--- config.mk ---
export PLATFORM = sky130hd
export DESIGN_NAME = nor_host_ctrl
export DESIGN_NICKNAME = d
export VERILOG_FILES = /design/src/shared/nor_host_pkg.sv /design/src/core/nor_page_mem.sv /design/src/core/nor_host_ctrl.sv
export SDC_FILE = /design/constraint.sdc
export NUM_CORES = 1
export LEC_CHECK = 0
export BUFFER_PORTS_ARGS = -buffer_cell sky130_fd_sc_hd__buf_2
export CORE_ASPECT_RATIO = 2
export CORE_MARGIN = 1.5
export CORE_UTILIZATION = 38
export CTS_CLUSTER_DIAMETER = 150
export CTS_CLUSTER_SIZE = 30
export DETAILED_ROUTE_END_ITERATION = 8
export HOLD_SLACK_MARGIN = 0.05
export RECOVER_POWER = 50
export SETUP_SLACK_MARGIN = 0.02
export SYNTH_ARGS = -nofsm -noshare
export SYNTH_HDL_FRONTEND = slang
export SYNTH_SLANG_ARGS = --single-unit
--- constraint.sdc ---
create_clock -name ref_clk -period 7.2 [get_ports ref_clk]
set_input_delay 1.08 -clock ref_clk [delete_from_list [all_inputs] [get_ports ref_clk]]
set_output_delay 1.08 -clock ref_clk [all_outputs]
set_load 0.02 [all_outputs]
--- src/shared/nor_host_pkg.sv ---
// Purpose: constants shared by the flash bus controller and its page buffer
// Assumes: ref_clk at 20 MHz; APB byte offsets, one word per register
// Notes: least times round up to whole cycles
package nor_host_pkg;
  localparam int CLK_NS = 50;
  localparam int T_RD_ACC_NS = 110;
  localparam int T_PAGE_NS = 25;
  localparam int T_WE_PULSE_NS = 70;
  localparam int T_GAP_NS = 30;

  function automatic logic [3:0] ns_to_cyc(input int ns);
    return 4'((ns + CLK_NS - 1) / CLK_NS);
  endfunction : ns_to_cyc

  localparam logic [3:0] RD_CYC = ns_to_cyc(T_RD_ACC_NS);
  localparam logic [3:0] PAGE_CYC = ns_to_cyc(T_PAGE_NS);
  localparam logic [3:0] WE_CYC = ns_to_cyc(T_WE_PULSE_NS);
  localparam logic [3:0] GAP_CYC = ns_to_cyc(T_GAP_NS);

  localparam int ADDR_W = 27;
  localparam int BLK_SHIFT = 16;
  localparam int BLK_LOG2_MIN = 8;

  localparam logic [7:0] OFF_CTRL = 8'h00;
  localparam logic [7:0] OFF_ADDR = 8'h04;
  localparam logic [7:0] OFF_WDATA = 8'h08;
  localparam logic [7:0] OFF_STATUS = 8'h0C;
  localparam logic [7:0] OFF_RDATA = 8'h10;
  localparam logic [7:0] PAGE_BASE = 8'h40;
  localparam logic [7:0] PAGE_END = 8'h7C;

  localparam int CTRL_GO = 2;
  localparam int CTRL_BYTE = 3;
  localparam int CTRL_EXT = 4;
  localparam int CTRL_WP = 5;
  localparam int CTRL_RST = 6;
  localparam int CTRL_DENS = 7;
  localparam logic [8:0] CTRL_RESET = 9'h060;

  localparam int POLL_BIT = 7;
  localparam int TOGGLE_BIT = 6;
  localparam int ERROR_BIT = 5;
  localparam int ERASE_TIMER_BIT = 3;
  localparam int ALT_TOGGLE_BIT = 2;
  localparam int BUFFER_ABORT_BIT = 1;
  localparam logic [7:0] READ_RESET_CMD = 8'hF0;

  typedef enum logic [1:0] {OP_READ, OP_WRITE, OP_PAGE, OP_POLL} op_t;
  typedef enum logic [2:0] {S_IDLE, S_RD, S_WR_SET, S_WR_LOW, S_WR_HOLD, S_GAP} state_t;
endpackage : nor_host_pkg

--- src/core/nor_page_mem.sv ---
// Purpose: 16-word page buffer with byte lanes and registered read data
// Assumes: one write and one read port, both on ref_clk
// Notes: read data appears one edge after rd_idx
`timescale 1ns/100ps
module nor_page_mem
  import nor_host_pkg::*;
(
  input wire logic ref_clk,
  input wire logic sys_rst,
  input wire logic wr_en,
  input wire logic [3:0] wr_idx,
  input wire logic [1:0] wr_be,
  input wire logic [15:0] wr_data,
  input wire logic [3:0] rd_idx,
  output logic [15:0] rd_data
);
  typedef struct packed {
    logic [15:0][15:0] mem;
    logic [15:0] rd;
  } mem_t;

  mem_t s_reg;
  mem_t s_next;

  always_comb
  begin
    s_next = s_reg;
    if (wr_en)
    begin
      if (wr_be[0])
        s_next.mem[wr_idx][7:0] = wr_data[7:0];
      if (wr_be[1])
        s_next.mem[wr_idx][15:8] = wr_data[15:8];
    end
    s_next.rd = s_reg.mem[rd_idx];
  end

  always_ff @(posedge ref_clk)
  begin
    if (sys_rst)
      s_reg <= '0;
    else
      s_reg <= s_next;
  end

  assign rd_data = s_reg.rd;
endmodule : nor_page_mem

--- src/core/nor_host_ctrl.sv ---
// Purpose: APB-driven host controller for an asynchronous parallel NOR flash bus
// Assumes: flash inputs synchronous to ref_clk; software orders ops via CTRL go bit
// Notes: one op at a time; CTRL writes while busy are refused
// Behaviour
// [RULE1] array is uniform 128KB blocks, 64K words each
// [RULE2] block count 256, 512, 1024 or 2048 by density
// [RULE3] read: address out, chip select and output enable low, write enable high
// [RULE4] address taken at later falling edge, data at earlier rising edge
// [RULE5] output enable stays high through every write
// [RULE6] page of 16 words or 32 bytes, picked by low address bits
// [RULE7] extended blocks and query area use single random reads only
// [RULE8] chip select high or output enable high floats device data lines
// [RULE9] reset pin low deselects device and floats its outputs
// [RULE10] pulses under about 3ns on strobes and reset are ignored
// [RULE11] write-protect low keeps highest or lowest block protected
// [RULE12] poll bit inverts program data, reads 0 in erase, true on success
// [RULE13] erase suspend: poll bit 0 in erasing blocks until suspended, then 1
// [RULE14] toggle bit inverts on every read while program or erase runs
// [RULE15] in suspend, toggle bit toggles in erased block until really suspended
// [RULE16] error bit 1 when program, erase or blank check fails
// [RULE17] after error bit, host sends read/reset before further commands
// [RULE18] erase timer bit 0 before erase starts, 1 once under way
// [RULE19] alternative toggle bit inverts on reads inside blocks being erased
// [RULE20] abort bit marks aborted buffered program; host sends abort-reset command
// [RULE21] status on low eight data lines during program, erase, suspend
// [RULE22] in suspend, other blocks read as normal array data
// [RULE23] byte mode: lines 14..8 unused, top data pin is lowest address bit
//
// Implementation choices: the placing of the registers and the APB interface to the registers.
`timescale 1ns/100ps
module nor_host_ctrl
  import nor_host_pkg::*;
(
  input wire logic ref_clk,
  input wire logic sys_rst,
  input wire logic psel,
  input wire logic penable,
  input wire logic pwrite,
  input wire logic [7:0] paddr,
  input wire logic [31:0] pwdata,
  output logic [31:0] prdata,
  output logic pready,
  output logic pslverr,
  output logic ce_n,
  output logic oe_n,
  output logic we_n,
  output logic flash_rst_n,
  output logic wp_n,
  output logic byte_n,
  output logic [ADDR_W-1:0] flash_addr,
  input wire logic [15:0] dq_in,
  output logic [15:0] dq_out,
  output logic [15:0] dq_oe
);
  typedef struct packed {
    state_t st;
    logic [3:0] cnt;
    logic [4:0] idx;
    logic ce_n, oe_n, we_n;
    logic [ADDR_W-1:0] fa;
    logic [15:0] dqo, dqoe;
    logic [8:0] ctrl;
    logic [27:0] addr;
    logic [15:0] wdata, rdata;
    logic [7:0] stat, prev;
    logic first, err_pend, fin;
    logic busy, error_seen, abort_seen, lock, refused, erase_timer, alt_toggled, poll_ok;
    logic ack, pg, err;
    logic [31:0] prdata;
  } ctl_t;

  ctl_t s;
  ctl_t n;
  logic mem_we;
  logic [3:0] mem_idx;
  logic [1:0] mem_be;
  logic [15:0] mem_wd;
  logic [15:0] mem_rd;

  // word address plus the byte-mode lowest address bit
  function automatic logic [ADDR_W:0] bus_addr(input logic [27:0] a, input logic [4:0] idx,
                                               input logic bm);
    return {a[26:4], (bm ? idx[4:1] : idx[3:0]), idx[0]};
  endfunction : bus_addr

  function automatic logic block_ok(input logic [27:0] a, input logic [1:0] dens);
    return (a[26:BLK_SHIFT] >> (BLK_LOG2_MIN + int'(dens))) == 11'h000;
  endfunction : block_ok

  always_comb
  begin
    op_t op;
    logic bm;
    logic lo;
    logic [7:0] st8;
    logic page_hit;
    op = op_t'(s.ctrl[1:0]);
    bm = s.ctrl[CTRL_BYTE];
    lo = 1'b0;
    st8 = dq_in[7:0]; // [RULE21]
    page_hit = paddr >= PAGE_BASE && paddr <= PAGE_END && paddr[1:0] == 2'b00;
    n = s;
    n.ack = psel && penable && !s.ack;
    if (psel && penable && !s.ack)
    begin
      n.pg = 1'b0;
      n.err = 1'b0;
      if (paddr == OFF_CTRL)
        n.prdata = {23'h000000, s.ctrl};
      else if (paddr == OFF_ADDR)
        n.prdata = {4'h0, s.addr};
      else if (paddr == OFF_WDATA)
        n.prdata = {16'h0000, s.wdata};
      else if (paddr == OFF_STATUS)
        n.prdata = {16'h0000, s.stat, s.poll_ok, s.alt_toggled, s.erase_timer, s.refused,
                    s.lock, s.abort_seen, s.error_seen, s.busy};
      else if (paddr == OFF_RDATA)
        n.prdata = {16'h0000, s.rdata};
      else if (page_hit && !pwrite)
        n.pg = 1'b1;
      else
        n.err = 1'b1;
      if (pwrite && (paddr == OFF_STATUS || paddr == OFF_RDATA))
        n.err = 1'b1;
    end
    if (pready && pwrite && !s.err)
    begin
      if (paddr == OFF_ADDR)
        n.addr = pwdata[27:0];
      else if (paddr == OFF_WDATA)
        n.wdata = pwdata[15:0];
      else if (paddr == OFF_CTRL && s.busy)
        n.refused = 1'b1;
      else if (paddr == OFF_CTRL)
      begin
        n.ctrl = pwdata[8:0];
        n.ctrl[CTRL_GO] = 1'b0;
        if (!pwdata[CTRL_RST])
          n.lock = 1'b0;
        if (pwdata[CTRL_GO])
        begin
          n.refused = !pwdata[CTRL_RST] // [RULE9]
            || !block_ok(s.addr, pwdata[CTRL_DENS+:2]) // [RULE1] [RULE2]
            || (s.lock && op_t'(pwdata[1:0]) == OP_WRITE
                && s.wdata[7:0] != READ_RESET_CMD); // [RULE17] [RULE20]
          if (!n.refused)
          begin
            n.busy = 1'b1;
            n.fin = 1'b0;
            n.first = 1'b1;
            n.err_pend = 1'b0;
            n.error_seen = 1'b0;
            n.abort_seen = 1'b0;
            n.alt_toggled = 1'b0;
            n.poll_ok = 1'b0;
            n.ce_n = 1'b0;
            n.idx = pwdata[CTRL_BYTE] ? {s.addr[3:0], s.addr[27]} : {1'b0, s.addr[3:0]};
            if (op_t'(pwdata[1:0]) == OP_PAGE)
              n.idx = 5'h00; // [RULE6]
            if (op_t'(pwdata[1:0]) == OP_WRITE)
              n.st = S_WR_SET;
            else
            begin
              n.st = S_RD;
              n.oe_n = 1'b0; // [RULE3]
              n.cnt = RD_CYC;
            end
          end
        end
      end
    end
    case (s.st)
      S_RD:
      begin
        n.cnt = s.cnt - 4'h1;
        if (s.cnt == 4'h1)
        begin
          n.rdata = bm ? {8'h00, dq_in[7:0]} : dq_in;
          if (op == OP_PAGE && s.idx != (bm ? 5'h1F : 5'h0F))
          begin
            n.idx = s.idx + 5'h01;
            n.cnt = s.ctrl[CTRL_EXT] ? RD_CYC : PAGE_CYC; // [RULE6] [RULE7]
          end
          else
          begin
            // every poll is a full strobe cycle so the toggle bits advance
            n.ce_n = 1'b1; // [RULE8]
            n.oe_n = 1'b1;
            n.st = S_GAP;
            n.cnt = GAP_CYC;
            n.fin = op != OP_POLL;
          end
          if (op == OP_POLL)
          begin
            n.stat = st8;
            n.prev = st8;
            n.first = 1'b0;
            n.erase_timer = st8[ERASE_TIMER_BIT]; // [RULE18]
            if (!s.first)
            begin
              n.alt_toggled = s.alt_toggled
                || st8[ALT_TOGGLE_BIT] != s.prev[ALT_TOGGLE_BIT]; // [RULE19]
              if (st8[TOGGLE_BIT] == s.prev[TOGGLE_BIT]) // [RULE14] [RULE15]
              begin
                n.fin = 1'b1;
                n.poll_ok = st8[POLL_BIT] == s.wdata[7]; // [RULE12] [RULE13]
              end
              else if (s.err_pend)
              begin
                // still toggling after a flagged failure: the operation is dead
                n.fin = 1'b1;
                n.error_seen = st8[ERROR_BIT]; // [RULE16]
                n.abort_seen = st8[BUFFER_ABORT_BIT]; // [RULE20]
                n.lock = 1'b1; // [RULE17]
              end
              else
                n.err_pend = st8[ERROR_BIT] || st8[BUFFER_ABORT_BIT];
            end
          end
        end
      end
      S_WR_SET:
      begin
        n.we_n = 1'b0; // [RULE4]
        n.cnt = WE_CYC;
        n.st = S_WR_LOW;
      end
      S_WR_LOW:
      begin
        n.cnt = s.cnt - 4'h1;
        if (s.cnt == 4'h1)
        begin
          n.we_n = 1'b1; // [RULE10]
          n.st = S_WR_HOLD;
        end
      end
      S_WR_HOLD:
      begin
        n.ce_n = 1'b1; // [RULE4]
        n.st = S_GAP;
        n.cnt = GAP_CYC;
        n.fin = 1'b1;
        if (s.wdata[7:0] == READ_RESET_CMD)
          n.lock = 1'b0; // [RULE17] [RULE20]
      end
      S_GAP:
      begin
        n.cnt = s.cnt - 4'h1;
        if (s.cnt == 4'h1 && s.fin)
        begin
          n.st = S_IDLE;
          n.busy = 1'b0;
        end
        else if (s.cnt == 4'h1)
        begin
          n.st = S_RD;
          n.ce_n = 1'b0;
          n.oe_n = 1'b0;
          n.cnt = RD_CYC;
        end
      end
      default:
      begin
        n.cnt = 4'h0;
      end
    endcase
    {n.fa, lo} = bus_addr(n.addr, n.idx, n.ctrl[CTRL_BYTE]);
    n.dqo = 16'h0000;
    n.dqoe = 16'h0000;
    if (!n.ce_n)
    begin
      if (n.ctrl[CTRL_BYTE])
      begin
        n.dqoe[15] = 1'b1; // [RULE23]
        n.dqo[15] = lo;
      end
      if (n.st == S_WR_SET || n.st == S_WR_LOW || n.st == S_WR_HOLD)
      begin
        n.dqoe[7:0] = 8'hFF;
        n.dqo[7:0] = n.wdata[7:0];
        if (!n.ctrl[CTRL_BYTE])
        begin
          n.dqoe[15:8] = 8'hFF;
          n.dqo[15:8] = n.wdata[15:8];
        end
      end
    end
  end

  always_ff @(posedge ref_clk)
  begin
    if (sys_rst)
    begin
      s <= '0;
      s.ce_n <= 1'b1;
      s.oe_n <= 1'b1;
      s.we_n <= 1'b1;
      s.ctrl <= CTRL_RESET;
    end
    else
      s <= n;
  end

  assign mem_we = s.st == S_RD && s.cnt == 4'h1 && op_t'(s.ctrl[1:0]) == OP_PAGE;
  assign mem_idx = s.ctrl[CTRL_BYTE] ? s.idx[4:1] : s.idx[3:0];
  assign mem_be = !s.ctrl[CTRL_BYTE] ? 2'b11 : (s.idx[0] ? 2'b10 : 2'b01);
  assign mem_wd = s.ctrl[CTRL_BYTE] ? {dq_in[7:0], dq_in[7:0]} : dq_in;

  nor_page_mem page_buf (
    .ref_clk(ref_clk),
    .sys_rst(sys_rst),
    .wr_en(mem_we),
    .wr_idx(mem_idx),
    .wr_be(mem_be),
    .wr_data(mem_wd),
    .rd_idx(paddr[5:2]),
    .rd_data(mem_rd)
  );

  assign pready = psel && penable && s.ack;
  assign pslverr = pready && s.err;
  assign prdata = s.pg ? {16'h0000, mem_rd} : s.prdata;
  assign ce_n = s.ce_n;
  assign oe_n = s.oe_n;
  assign we_n = s.we_n;
  assign flash_addr = s.fa;
  assign dq_out = s.dqo;
  assign dq_oe = s.dqoe;
  assign flash_rst_n = s.ctrl[CTRL_RST];
  assign wp_n = s.ctrl[CTRL_WP]; // [RULE11]
  assign byte_n = !s.ctrl[CTRL_BYTE];
endmodule : nor_host_ctrl

# Word-level counts from Yosys, hierarchy flattened
# Index checks and enable logic that the tools add are counted.
[classes] n_addsub=3 n_mul=0 div=0 order_cmp=5 n_eq_ne=25 n_shift=1 n_mux=118 n_bitwise=4 reduce_logical=48
[op_table] op="$mux 256" n=3
[op_table] op="$bwmux 256" n=2
[op_table] op="$mux 32" n=7
[op_table] op="$demux 16 s4" n=2
[op_table] op="$mux 14" n=8
[op_table] op="$mux 16" n=6
[op_table] op="$bmux 16 s4" n=1
[op_table] op="$mux 8" n=7
[op_table] op="$mux 2" n=27
[op_table] op="$mux 48" n=1
[op_table] op="$mux 4" n=8
[op_table] op="$mux 3" n=10
[op_table] op="$mux 28" n=1
[op_table] op="$mux 5" n=5
[op_table] op="$pmux 4 s5" n=1
[op_table] op="$mux 1" n=19
[op_table] op="$logic_and 1x1->1" n=18
[op_table] op="$eq 8x4->1 const B" n=2
[op_table] op="$pmux 3 s5" n=1
[op_table] op="$mux 7" n=2
[op_table] op="$eq 3x2->1 const B" n=4
[op_table] op="$mux 6" n=2
[op_table] op="$logic_not 11->1" n=1
[op_table] op="$shr 11x5->11" n=1
[op_table] op="other kinds (35)" n=65
[word_totals] reg_bits=468 latchBits=0 mem_bits_rw=0 mem_bits_ro=0 inputBits=61 out_inout_bits=99 n_memories=0

# Longest topological paths before layout
[depth] ltp_word=21 ltp_mapped=10

# By module
# Synthesis repeated with hierarchy kept, for this count alone.
[hier_totals] cells_unflattened=2242 area_unflattened_um2=19587.5
[by_module_without_submodules] module="nor_page_mem" instances=1 cells_per_inst=1328 area_per_inst_um2=11952.7
[by_module_without_submodules] module="nor_host_ctrl" instances=1 cells_per_inst=914 area_per_inst_um2=7634.8

# Worst setup path after synthesis
# Ideal clock, no wire load.
[synth_path] path_kind="input to register" from="input port paddr[2]" to="register page_buf.s_reg, in the netlist page_buf.rd_data[8]" setup_ps=128 t_arrival_ps=2888 t_required_ps=7072 path_slack_ps=4184 stages=5 cell_sequence="buf_2 > buf_1 > mux4_2 > mux4_2 > nor2b_1"
[synth_via] elab_chain_cells=2
[synth_lines] item="start: declaration" line="nor_host_ctrl.sv:39" source="input wire logic [7:0] paddr,"
[synth_lines] item="$bmux 16 s4" line="nor_page_mem.sv:35" source="s_next.rd = s_reg.mem[rd_idx];"
[synth_lines] item="$mux 16 (not written as such)" line="nor_page_mem.sv:35"
[synth_lines] item="end signal: assignment" line="nor_page_mem.sv:43" source="s_reg <= s_next;"
[synth_lines] item="end: declaration" line="nor_page_mem.sv:22" source="mem_t s_reg;"
# No other way between the ends. The select of a mux whose other input is x is not followed.
# A chain may end at the register's enable or synchronous reset.

==> results.cfg <==
[grt]
antenna_found_initial = 2
grt_overflow_total = 0
grt_max_degree = 234
grt_use_total_pct = 20.2
grt_pass1_wl_um = 80900
grt_pass1_vias = 13800

[cts]
clockRootBuffer = clkbuf_16
htreeDepth = 1
cts_buffer_depth = 3
cts_hold_buf = 0
postCtsResizedCells = 0
worstSkewPairLatency_ns = 0.56
cts_setup_buffers = 0
clock-sinks = 427
cts_tree = yes
cts_buffers = 18
clkTransAtPathRegs_ns = 0.12

[floorplan]
initial_core_util_pct = 38.4
die_h_um = 318
die_width_um = 161
coreArea_mm2 = 0.0492
rows = 115
die-area_mm2 = 0.0512
ios = 160

[power]
leakage_nw = 6.89
p_per_area_mw_per_mm2 = 188
vdd_ir_drop_max_mv = 0.178

[run_status]
status = finished with violations
violations = max-capacitance violations, max-slew violations

[synthesis]
ys_ff_latch = 427
synth_area_mm2 = 0.0189
async_reset_ff_share_pct = 0
synth-warning-count = 0
synth_cells = 1939
syn_area_per_cell_um2 = 9.75
synth_ff_type = dfxtp_1
synth_edf_count = 0
synth_cell_type_count = 77
yosysSeqAreaShare_pct = 45.2

[setup_path]
slowest_stage = clkbuf_1
end_kind = flop
path_max_fanout = 95
cp-start-kind = input port
rr_worst_depth = 7
critPathKind = input port to flop
cp.required_ns = 7.62
max_stage_delay_ns = 2.63
cp.arrival_ns = 5.11
path_cells = clkbuf_1, buf_4, a211o_1, o31ai_1

[hold_path]
hold_path_depth = 2
hp-class = flop to flop

[finish]
largest_reg_flops = 256
drive_gt1_share_pct = 15.4
stdcell_count = 2575
area_delta_synth_final_pct = 6.00
diodes = 0
nFillCells = 4863
final_net_count = 1996

[sta]
slew_violations = 82
fin_crit_ns = 4.69
min_period_over_period_pct = 65.2
setup_tns_ns = 0
max-slew-margin-rel_pct = -157
skew_ns = 0.0335
setup_viol = 0
worst_pin_slew_ns = 3.85
rsz0062_at_grt = false
final_hold_viol_count = 0
fmax_mhz = 213

[placed_design]
dpl.hpwl_um = 37000
gp_congestion = 0.867
place_inst = 2555
port_buffers = 151

[route]
vias = 14000
drcViolationCount = 0
firstDrtPassIters = 5
routed_wl_um = 52300
vias_per_cell = 5.45
drt_iter0_drc = 1005
wl_per_cell_um = 20.3
ant_nets = 0

[flow_run]
drv_cap = 1
[routing by layer]
metal | vias up | global-route usage (%) | part of all wire, %
li1 | 6683 | - | -
met1 | 6814 | 22.6 | 38
met2 | 417 | 37.9 | 53
met3 | 105 | 1.91 | 4.2
met4 | 4 | 9.66 | 4.8
met5 | - | 0 | 0.057
[cell usage in the layout (no fill, tap or decap), types with 4 or more instances in the layout]
master / synthesis / routed
o211ai_1: 6 / 6
dfxtp_1: 427 / 427
nand3_1: 23 / 23
nor2b_1: 38 / 38
nand3b_1: 4 / 4
a21oi_1: 95 / 95
a221oi_1: 10 / 10
clkbuf_16: 0 / 19
nor2_2: 12 / 13
a22oi_1: 13 / 13
nand2b_1: 7 / 7
mux2i_1: 164 / 163
a211oi_1: 117 / 117
a311oi_1: 10 / 10
conb_1: 1 / 4
clkbuf_1: 102 / 67
buf_2: 36 / 82
buf_4: 66 / 36
xnor2_1: 4 / 4
mux2_2: 26 / 26
and3_1: 16 / 16
or2_2: 5 / 5
nor3_1: 18 / 16
nor2_1: 373 / 372
a31oi_1: 4 / 4
inv_1: 19 / 19
and2_1: 4 / 4
o21ai_0: 18 / 18
nand2_1: 161 / 161
mux4_2: 87 / 87
[power breakdown]
part           internal, mW  leakage [nW]  switching, mW
registers              2.36          3.44        0.00127
clock network         0.487         0.246          0.750
logic                0.0476          3.21          0.128
total                  2.90          6.89          0.879
[worst paths after layout]
check / to / slack [ns] / start
min reg2reg: s[53] / 0.46 / s[53]
max reg2reg: page_buf.s_reg[67] / 4.11 / s[204]
min: s[53] / 0.46 / s[53]
max: flash_addr[1] / 2.51 / sys_rst
[worst max-delay path, delay by kind of cell]
family	cells	cell delay, ns
compound gates	2	0.27
buf+inv	2	3.72
[through the flow]
step                utilization, %  setup WS [ns]  cell area (um^2)  total power, mW  hold slack, ns
global placement              39.9           3.04             19600             2.59           0.436
finish                        40.7           2.51             20000             3.78           0.465
CTS                           40.9           3.62             20100             3.81           0.465
detailed placement            39.9           3.04             19600             2.59           0.448
global route                  40.7           2.09             20000             3.91           0.489
floorplan                        -           4.18             18900             2.53           0.429
[logic make-up after synthesis]
| logic type | share of synthesized area (%) |
|---|---|
| flip-flops | 45.2 |
| adder cells (fa/ha/maj) | 0.199 |
| AO/OA/AOI/OAI | 10.8 |
| AND/OR/NAND/NOR | 16.2 |
| XOR/XNOR | 0.278 |
| buffers and inverters | 6.50 |
| multiplexers | 20.7 |
| other | 0.0198 |
[synth_stat cells (5+ instances only)]
| master | count | area share (%) |
|---|---|---|
| buf_1 | 6 | 0.12 |
| buf_2 | 36 | 0.95 |
| nand3_1 | 23 | 0.61 |
| a21oi_1 | 95 | 2.5 |
| nor3_1 | 18 | 0.48 |
| o21ai_0 | 18 | 0.48 |
| a311oi_1 | 10 | 0.46 |
| a211oi_1 | 117 | 4.6 |
| o211ai_1 | 6 | 0.24 |
| nor2_2 | 12 | 0.40 |
| dfxtp_1 | 427 | 45 |
| nor2b_1 | 38 | 1.3 |
| nand2_1 | 161 | 3.2 |
| inv_1 | 19 | 0.38 |
| or2_2 | 5 | 0.17 |
| clkbuf_1 | 102 | 2.0 |
| a22oi_1 | 13 | 0.52 |
| mux2_2 | 26 | 1.5 |
| and3_1 | 16 | 0.53 |
| a221oi_1 | 10 | 0.46 |
| mux2i_1 | 164 | 8.7 |
| nand2b_1 | 7 | 0.23 |
| mux4_2 | 87 | 10 |
| buf_4 | 66 | 2.6 |
| nor2_1 | 373 | 7.4 |
[final cells by class]
| type | instances | area (um^2) | area share (%) |
|---|---|---|---|
| Inverter | 19 | 71.3 | 0.356 |
| Multi-Input combinational cell | 1280 | 9150 | 45.7 |
| Sequential cell | 427 | 8550 | 42.7 |
| Tap cell | 643 | 805 | 4.02 |
| Clock buffer | 19 | 475 | 2.37 |
| Clock inverter | 1 | 30.0 | 0.150 |
| Timing Repair Buffer | 186 | 952 | 4.75 |
Note: power is estimated with default switching activity, not from simulation.
